$ cat src/pkg/adcseq_pkg.sv
`default_nettype none
package adcseq_pkg;

    // =====================================================
    // Register map, word addressed
    localparam logic [0:0] CMD_ADDR = 1'h0;

    // =====================================================
    // Command register fields
    localparam int RUN_BIT = 0;
    localparam int MODE_LSB = 1;
    localparam int MODE_MSB = 3;
    localparam int RSVD_LSB = 4;
    localparam logic RUN_RESET = 1'h0;
    localparam logic [2:0] MODE_RESET = 3'h0;

    // =====================================================
    // Mode codes, 2 to 6 are reserved
    localparam logic [2:0] MODE_CONT = 3'h0;
    localparam logic [2:0] MODE_SINGLE = 3'h1;
    localparam logic [2:0] MODE_RECAL = 3'h7;

    // =====================================================
    // Channel codes
    localparam logic [4:0] CH_FIRST = 5'h00;
    localparam logic [4:0] CH_LAST = 5'h11;
    localparam logic [4:0] CH_RECAL = 5'h1F;

    // =====================================================
    // Types
    typedef struct packed {
        logic [4:0] channel;
        logic sop;
        logic eop;
    } adcseq_cmd_s;

    typedef enum logic [1:0] {ST_IDLE, ST_ISSUE, ST_WAIT} adcseq_state_e;

endpackage : adcseq_pkg
`default_nettype wire

$ cat src/pkg/adcseq_cmd_if.sv
`timescale 1ns/10ps
`default_nettype none
// =====================================================
// Command beat stream between sequencer and buffer
interface adcseq_cmd_if;
    logic valid;
    logic ready;
    adcseq_pkg::adcseq_cmd_s beat;

    modport src (output valid, output beat, input ready);
    modport snk (input valid, input beat, output ready);
endinterface : adcseq_cmd_if
`default_nettype wire

$ cat src/hw/adcseq_sync.sv
`timescale 1ns/10ps
`default_nettype none
// =====================================================
// Two-flop level synchroniser
module adcseq_sync (
    // Clock and reset
    input wire logic clk,
    input wire logic rstN,
    // Level
    input wire logic asyncIn,
    output logic syncOut
);
    import adcseq_pkg::*;

    typedef struct packed {
        logic meta;
        logic stable;
    } adcseq_sync_s;

    adcseq_sync_s r_reg;
    adcseq_sync_s r_next;

    // First stage feeds only the second
    always_comb begin
        r_next.meta = asyncIn;
        r_next.stable = r_reg.meta;
    end

    // Registers
    always_ff @(posedge clk) begin
        if (!rstN) begin
            r_reg <= '0;
        end else begin
            r_reg <= r_next;
        end
    end

    assign syncOut = r_reg.stable;
endmodule : adcseq_sync
`default_nettype wire

$ cat src/hw/adcseq_buf2.sv
`timescale 1ns/10ps
`default_nettype none
// =====================================================
// Two-entry buffer, head output straight from a flop
module adcseq_buf2 (
    // Clock and reset
    input wire logic clk,
    input wire logic rstN,
    // Filling side
    adcseq_cmd_if.snk inPort,
    // Draining side
    output logic outValid,
    input wire logic outReady,
    output adcseq_pkg::adcseq_cmd_s outBeat
);
    import adcseq_pkg::*;

    typedef struct packed {
        logic headV;
        adcseq_cmd_s head;
        logic tailV;
        adcseq_cmd_s tail;
    } adcseq_buf_s;

    adcseq_buf_s r_reg;
    adcseq_buf_s r_next;

    // Room while the second entry is free
    assign inPort.ready = !r_reg.tailV;

    // Pop first, then push into the first free entry
    always_comb begin
        r_next = r_reg;
        if (r_reg.headV && outReady) begin
            r_next.head = r_reg.tail;
            r_next.headV = r_reg.tailV;
            r_next.tailV = 1'b0;
        end
        if (inPort.valid && !r_reg.tailV) begin
            if (!r_next.headV) begin
                r_next.head = inPort.beat;
                r_next.headV = 1'b1;
            end else begin
                r_next.tail = inPort.beat;
                r_next.tailV = 1'b1;
            end
        end
    end

    // Registers
    always_ff @(posedge clk) begin
        if (!rstN) begin
            r_reg <= '0;
        end else begin
            r_reg <= r_next;
        end
    end

    assign outValid = r_reg.headV;
    assign outBeat = r_reg.head;
endmodule : adcseq_buf2
`default_nettype wire

$ cat src/hw/adcseq_top.sv
// What this block does
// - Threshold stream has valid but no ready
// - Beat carries 5-bit channel, 17 is temperature
// - Beat data 1 above max, 0 below min
// - Slave port: read/write strobes, 32-bit data
// - Word addressing, sequencer decodes one address bit
// - One interrupt request output
// - Single peripheral clock for all logic
// - Single reset clears everything together
// - Mode field bits 3:1, reset zero
// - Mode writes ignored while running
// - Bit 0 run control, reset zero
`timescale 1ns/10ps
`default_nettype none
module adcseq_top (
    // Clock and reset
    input wire logic clk,
    input wire logic rstN,
    // Register port
    input wire logic [0:0] csrAddress,
    input wire logic csrRead,
    input wire logic csrWrite,
    input wire logic [31:0] csrWriteData,
    output logic [31:0] csrReadData,
    // Interrupt
    input wire logic storeIrq,
    output logic irq,
    // Converter clock lock
    input wire logic pllLocked,
    // Hard block command stream
    output logic hbCmdValid,
    input wire logic hbCmdReady,
    output logic [4:0] hbCmdChannel,
    output logic hbCmdSop,
    output logic hbCmdEop,
    // Hard block response stream
    input wire logic hbRspValid,
    input wire logic [4:0] hbRspChannel,
    input wire logic [11:0] hbRspData,
    input wire logic hbRspEop,
    // Threshold limits
    input wire logic [11:0] limitMax,
    input wire logic [11:0] limitMin,
    // Threshold violation stream
    output logic thrValid,
    output logic [4:0] thrChannel,
    output logic thrData,
    // Sample store write
    output logic smpValid,
    output logic [5:0] smpSlot,
    output logic [11:0] smpData,
    // Status
    output logic seqBusy
);
    import adcseq_pkg::*;

    // =====================================================
    // State
    typedef struct packed {
        adcseq_state_e state;
        logic run;
        logic [2:0] mode;
        logic stopPend;
        logic [4:0] slot;
        logic [5:0] rspSlot;
        logic [31:0] readData;
        logic thrValid;
        logic [4:0] thrChannel;
        logic thrData;
        logic smpValid;
        logic [5:0] smpSlot;
        logic [11:0] smpData;
        logic irq;
        logic busy;
    } adcseq_top_s;

    adcseq_top_s r_reg;
    adcseq_top_s r_next;

    logic lockedSync;
    logic issueValid;
    adcseq_cmd_s issueBeat;
    logic cmdTaken;
    logic seqDone;
    logic cmdSel;
    adcseq_cmd_s hbBeat;

    adcseq_cmd_if cmdIf ();

    // =====================================================
    // Lock input crossing
    adcseq_sync u_lockSync (
        .clk(clk),
        .rstN(rstN),
        .asyncIn(pllLocked),
        .syncOut(lockedSync)
    );

    // =====================================================
    // Command buffer toward the hard block
    adcseq_buf2 u_cmdBuf (
        .clk(clk),
        .rstN(rstN),
        .inPort(cmdIf),
        .outValid(hbCmdValid),
        .outReady(hbCmdReady),
        .outBeat(hbBeat)
    );

    assign hbCmdChannel = hbBeat.channel;
    assign hbCmdSop = hbBeat.sop;
    assign hbCmdEop = hbBeat.eop;

    // =====================================================
    // Command beat built from the slot counter, or fixed to CH_RECAL in recal mode
    always_comb begin
        issueValid = (r_reg.state == ST_ISSUE);
        if (r_reg.mode == MODE_RECAL) begin
            issueBeat.channel = CH_RECAL;
            issueBeat.sop = 1'b1;
            issueBeat.eop = 1'b1;
        end else begin
            issueBeat.channel = r_reg.slot;
            issueBeat.sop = (r_reg.slot == CH_FIRST);
            issueBeat.eop = (r_reg.slot == CH_LAST);
        end
    end

    assign cmdIf.valid = issueValid;
    assign cmdIf.beat = issueBeat;
    assign cmdTaken = issueValid && cmdIf.ready;
    assign seqDone = (r_reg.state == ST_WAIT) && hbRspValid && hbRspEop;
    assign cmdSel = (csrAddress == CMD_ADDR);

    // =====================================================
    // Next-state logic
    always_comb begin
        r_next = r_reg;
        r_next.thrValid = 1'b0;
        r_next.smpValid = 1'b0;

        // Register read, one cycle latency
        if (csrRead) begin
            r_next.readData = 32'h0000_0000;
            if (cmdSel) begin
                r_next.readData[MODE_MSB:MODE_LSB] = r_reg.mode;
                r_next.readData[RUN_BIT] = r_reg.run;
            end
        end

        // Sequencer
        unique case (r_reg.state)
            ST_IDLE: begin
                if (r_reg.run && lockedSync) begin
                    if (r_reg.mode == MODE_CONT || r_reg.mode == MODE_SINGLE
                        || r_reg.mode == MODE_RECAL) begin
                        r_next.state = ST_ISSUE;
                        r_next.slot = CH_FIRST;
                        r_next.rspSlot = 6'h00;
                    end else begin
                        r_next.run = 1'b0; // Reserved mode never starts
                    end
                end
            end
            ST_ISSUE: begin
                if (cmdTaken) begin
                    if (issueBeat.eop) begin
                        r_next.state = ST_WAIT;
                    end else begin
                        r_next.slot = r_reg.slot + 5'h01;
                    end
                end
            end
            ST_WAIT: begin
                if (seqDone) begin
                    if (r_reg.mode == MODE_CONT && !r_reg.stopPend) begin
                        r_next.state = ST_ISSUE;
                        r_next.slot = CH_FIRST;
                        r_next.rspSlot = 6'h00;
                    end else begin
                        r_next.state = ST_IDLE;
                        r_next.run = 1'b0;
                        r_next.stopPend = 1'b0;
                    end
                end
            end
        endcase

        // Sample slots refill from zero on every pass
        if (hbRspValid && r_reg.state != ST_IDLE && r_reg.mode != MODE_RECAL) begin
            r_next.smpValid = 1'b1;
            r_next.smpSlot = r_reg.rspSlot;
            r_next.smpData = hbRspData;
            r_next.rspSlot = r_reg.rspSlot + 6'h01;
            if (seqDone) begin
                r_next.rspSlot = 6'h00;
            end
        end

        // Threshold check on each analog or temperature result
        if (hbRspValid && hbRspChannel <= CH_LAST && r_reg.mode != MODE_RECAL) begin
            if (hbRspData > limitMax) begin
                r_next.thrValid = 1'b1;
                r_next.thrChannel = hbRspChannel;
                r_next.thrData = 1'b1;
            end else if (hbRspData < limitMin) begin
                r_next.thrValid = 1'b1;
                r_next.thrChannel = hbRspChannel;
                r_next.thrData = 1'b0;
            end
        end

        // Command register write
        if (csrWrite && cmdSel) begin
            if (!r_reg.run) begin
                r_next.mode = csrWriteData[MODE_MSB:MODE_LSB];
            end
            if (csrWriteData[RUN_BIT]) begin
                if (r_reg.state == ST_IDLE) begin
                    r_next.run = 1'b1;
                end
                r_next.stopPend = 1'b0;
            end else if (r_reg.state == ST_IDLE) begin
                r_next.run = 1'b0;
            end else begin
                // Also when the pass ends now, so a continuous restart still stops
                r_next.stopPend = 1'b1;
            end
        end

        // Interrupt and status, registered
        r_next.irq = storeIrq;
        r_next.busy = (r_next.state != ST_IDLE);
    end

    // =====================================================
    // Registers, one clock, one active-low synchronous reset
    always_ff @(posedge clk) begin
        if (!rstN) begin
            r_reg <= '0;
            r_reg.state <= ST_IDLE;
            r_reg.run <= RUN_RESET;
            r_reg.mode <= MODE_RESET;
        end else begin
            r_reg <= r_next;
        end
    end

    // =====================================================
    // Outputs
    assign csrReadData = r_reg.readData;
    assign irq = r_reg.irq;
    assign thrValid = r_reg.thrValid;
    assign thrChannel = r_reg.thrChannel;
    assign thrData = r_reg.thrData;
    assign smpValid = r_reg.smpValid;
    assign smpSlot = r_reg.smpSlot;
    assign smpData = r_reg.smpData;
    assign seqBusy = r_reg.busy;
endmodule : adcseq_top
`default_nettype wire

$ cat config.mk
export PLATFORM = sky130hd
export DESIGN_NAME = adcseq_top
export DESIGN_NICKNAME = d
export VERILOG_FILES = /design/src/pkg/adcseq_pkg.sv /design/src/pkg/adcseq_cmd_if.sv /design/src/hw/adcseq_sync.sv /design/src/hw/adcseq_buf2.sv /design/src/hw/adcseq_top.sv
export SDC_FILE = /design/constraint.sdc
export NUM_CORES = 1
export LEC_CHECK = 0
export ABC_CLOCK_PERIOD_IN_PS = 4520
export BUFFER_PORTS_ARGS = -buffer_cell sky130_fd_sc_hd__buf_2
export CORE_MARGIN = 2
export CORE_UTILIZATION = 40
export DETAILED_ROUTE_END_ITERATION = 10
export PLACE_DENSITY = 0.64
export SYNTH_ARGS = -nofsm -noshare
export SYNTH_HDL_FRONTEND = slang
export SYNTH_HIERARCHICAL = 1
export SYNTH_SLANG_ARGS = --single-unit
$ cat constraint.sdc
create_clock -name clk -period 4.52 [get_ports clk]
set_input_delay 0.904 -clock clk [delete_from_list [all_inputs] [get_ports clk]]
set_output_delay 0.904 -clock clk [all_outputs]
set_load 0.1 [all_outputs]
==> results.cfg <==
[floorplan]
io_pins = 151
core_mm2 = 0.00982
die-area_mm2 = 0.0110
fp.dieH_um = 105
start_util_pct = 41.3
std_cell_rows = 36
die_w_um = 105

[layout]
diodes = 0
final_cell_area_mm2 = 0.00448
nets = 659
largest_reg_flops = 18
drive_gt1_share_pct = 23.2
fin_cells = 684
nFillCells = 1023
areaGrowthSynthToFinish_pct = 10.6

[yosys]
synth_top_area_share_pct = 33.6
synth_cells = 489
syn_area_mm2 = 0.00405
netlist_top_cells_count = nand2_1, dfxtp_1, buf_4
synthTopCellsByArea = dfxtp_1, buf_4, ha_1
synth_seq_cells = 68
synth.most_common_cell = nand2_1
async_flop_share_pct = 0
ys_seq_area_share_pct = 33.6
synthDistinctLibCells = 53
synth_area_per_cell_um2 = 8.29
yosysTopAreaCell = dfxtp_1
ys.flop_type = dfxtp_1
synth-edff-count = 0
yosys_warnings = 6

[grt]
overflow = 0
antenna_found_initial = 0
grt_pass1_wl_um = 14200
grt_max_degree = 34
track_usage_pct = 15.6
grt_pass1_vias = 3085

[drt]
routed_wl_um = 8340
dr.pass1.iters = 4
vias = 3255
vias_per_cell = 4.76
antenna_left = 0
post_drt_wl_per_cell_um = 12.2
drt_iter0_drc = 94
drc = 0

[power]
p_leak_uw = 0.00206
total_power_uw = 1460
powerDensity_mw_per_mm2 = 325
ir_worst_vdd_mv = 0.176

[clock_network]
cts_setup_buffers = 0
clock_latency_ps = 340
clkTransAtPathRegs_ps = 80
cts-root-buf = clkbuf_8
cts_tree = yes
cts_resized = 0
hold_buffers = 0
cts_sinks = 68
clockBufferDepth = 2
htree_levels = 3
cts_buffers = 9

[setup_path]
cp.required_ps = 4790
startpoint_type = input pin
crit_slowest_cell = a2111o_1
cp_data_arrival_time_ps = 2840
crit_fanout = 6
endpoint_kind = flip-flop
max_stage_delay_ps = 460
path_cells = buf_2 > ha_1 > and3_1 > a21oi_1 > o21ai_0 > a2111o_1 > a21oi_2 > mux2i_1
crit_type = input pin to flip-flop

[sta]
setup_viol = 0
min_period_over_period_pct = 56.9
rsz0062_at_grt = false
finalClockSkew_ps = 11.3
tns_ps = 0
worst_pin_slew_ps = 771
finalHoldViolations = 0
slew_violations = 0
clock.fmax_mhz = 389
period_needed_ps = 2570
relSlewSlack_pct = 48.6

[placed_design]
dp_cells = 668
dpl_cell_area_mm2 = 0.00426
io_buffers = 94
hpwl_um = 6340
place_congestion = 0.811

[job]
max-cap-violations = 0

[min_path]
hold_class = flip-flop to flip-flop

[run_status]
status = finished, final reports clean
path summary, 6_finish.rpt:
kind / depth (start not counted) / start / endpoint / slack (ps)
hold reg to reg: 1 / u_lockSync/r_next[0] / u_lockSync/syncOut / 440
setup reg to reg: 8 / r_reg[76] / r_reg[63] / 2190
hold / removal: 1 / u_lockSync/r_next[0] / u_lockSync/syncOut / 440
setup / recovery: 8 / hbRspData[7] / thrChannel[3] / 1950
metrics by stage:
step	util, %	worst slack [ps]	hold WS [ps]
global route	45.6	1770	468
detailed placement	43.4	1580	424
CTS	45.6	1940	445
global placement	43.4	1620	424
floorplan	-	1920	412
finish	45.6	1950	441
layout make-up:
class | count | area [µm²] | area share [%]
Tap cell | 133 | 166 | 3.71
Clock buffer | 9 | 124 | 2.76
Multi-Input combinational cell | 334 | 2110 | 47.0
Inverter | 37 | 139 | 3.10
Clock inverter | 7 | 98.8 | 2.21
Timing Repair Buffer | 96 | 485 | 10.8
Sequential cell | 68 | 1360 | 30.4
per-layer routing:
metal | vias up | global-route usage, % | routed length, µm
met5 | - | 0 | 0
met4 | 0 | 5.14 | 111
met3 | 13 | 5.18 | 572
met2 | 83 | 24.4 | 3660
met1 | 1479 | 20.3 | 4000
li1 | 1680 | - | -
power breakdown:
| group | total (µW) | internal [µW] | switching [µW] |
|---|---|---|---|
| Sequential | 615 | 608 | 6.69 |
| Combinational | 278 | 60.0 | 218 |
| Clock | 563 | 314 | 248 |
| Total | 1460 | 983 | 474 |
worst max-delay path, delay by kind of cell:
family	cells	cell delay [ps]
AND/OR/NAND/NOR	1	200
multiplexers	1	250
AO/OA/AOI/OAI	4	1060
buffers and inverters	1	120
adder cells (fa/ha/maj)	1	290
logic make-up (layout without fill, tap and decap cells):
| logic type | after synthesis | in the layout | share of synthesized area [%] |
|---|---|---|---|
| simple gates | 158 | 158 | 19.0 |
| buf+inv | 114 | 149 | 16.9 |
| compound gates | 104 | 104 | 17.8 |
| flops | 68 | 68 | 33.6 |
| fa+ha+maj | 30 | 30 | 9.26 |
| mux | 12 | 12 | 2.96 |
| xor+xnor | 2 | 2 | 0.432 |
| other cells | 1 | 28 | 0.0925 |
placed cells by master, fill, tap and decap left out, types with 3 or more instances in the layout:
cell	synthesis	routed
nand3b_1	5	5
nand4_1	3	3
mux2i_1	12	12
o31ai_1	9	9
ha_1	30	30
nand2b_1	12	12
a31oi_2	7	7
o21ai_0	13	13
clkbuf_8	0	9
conb_1	1	28
or2_2	3	3
a311oi_1	4	4
a211oi_1	3	3
inv_1	37	37
buf_2	0	94
nand2_1	77	77
and2_1	6	6
a21oi_1	44	44
nand3_1	12	12
dfxtp_1	68	68
nor2b_1	12	12
nor2_1	14	14
a21o_1	4	4
No activity file was read; power rests on OpenSTA's default activity.
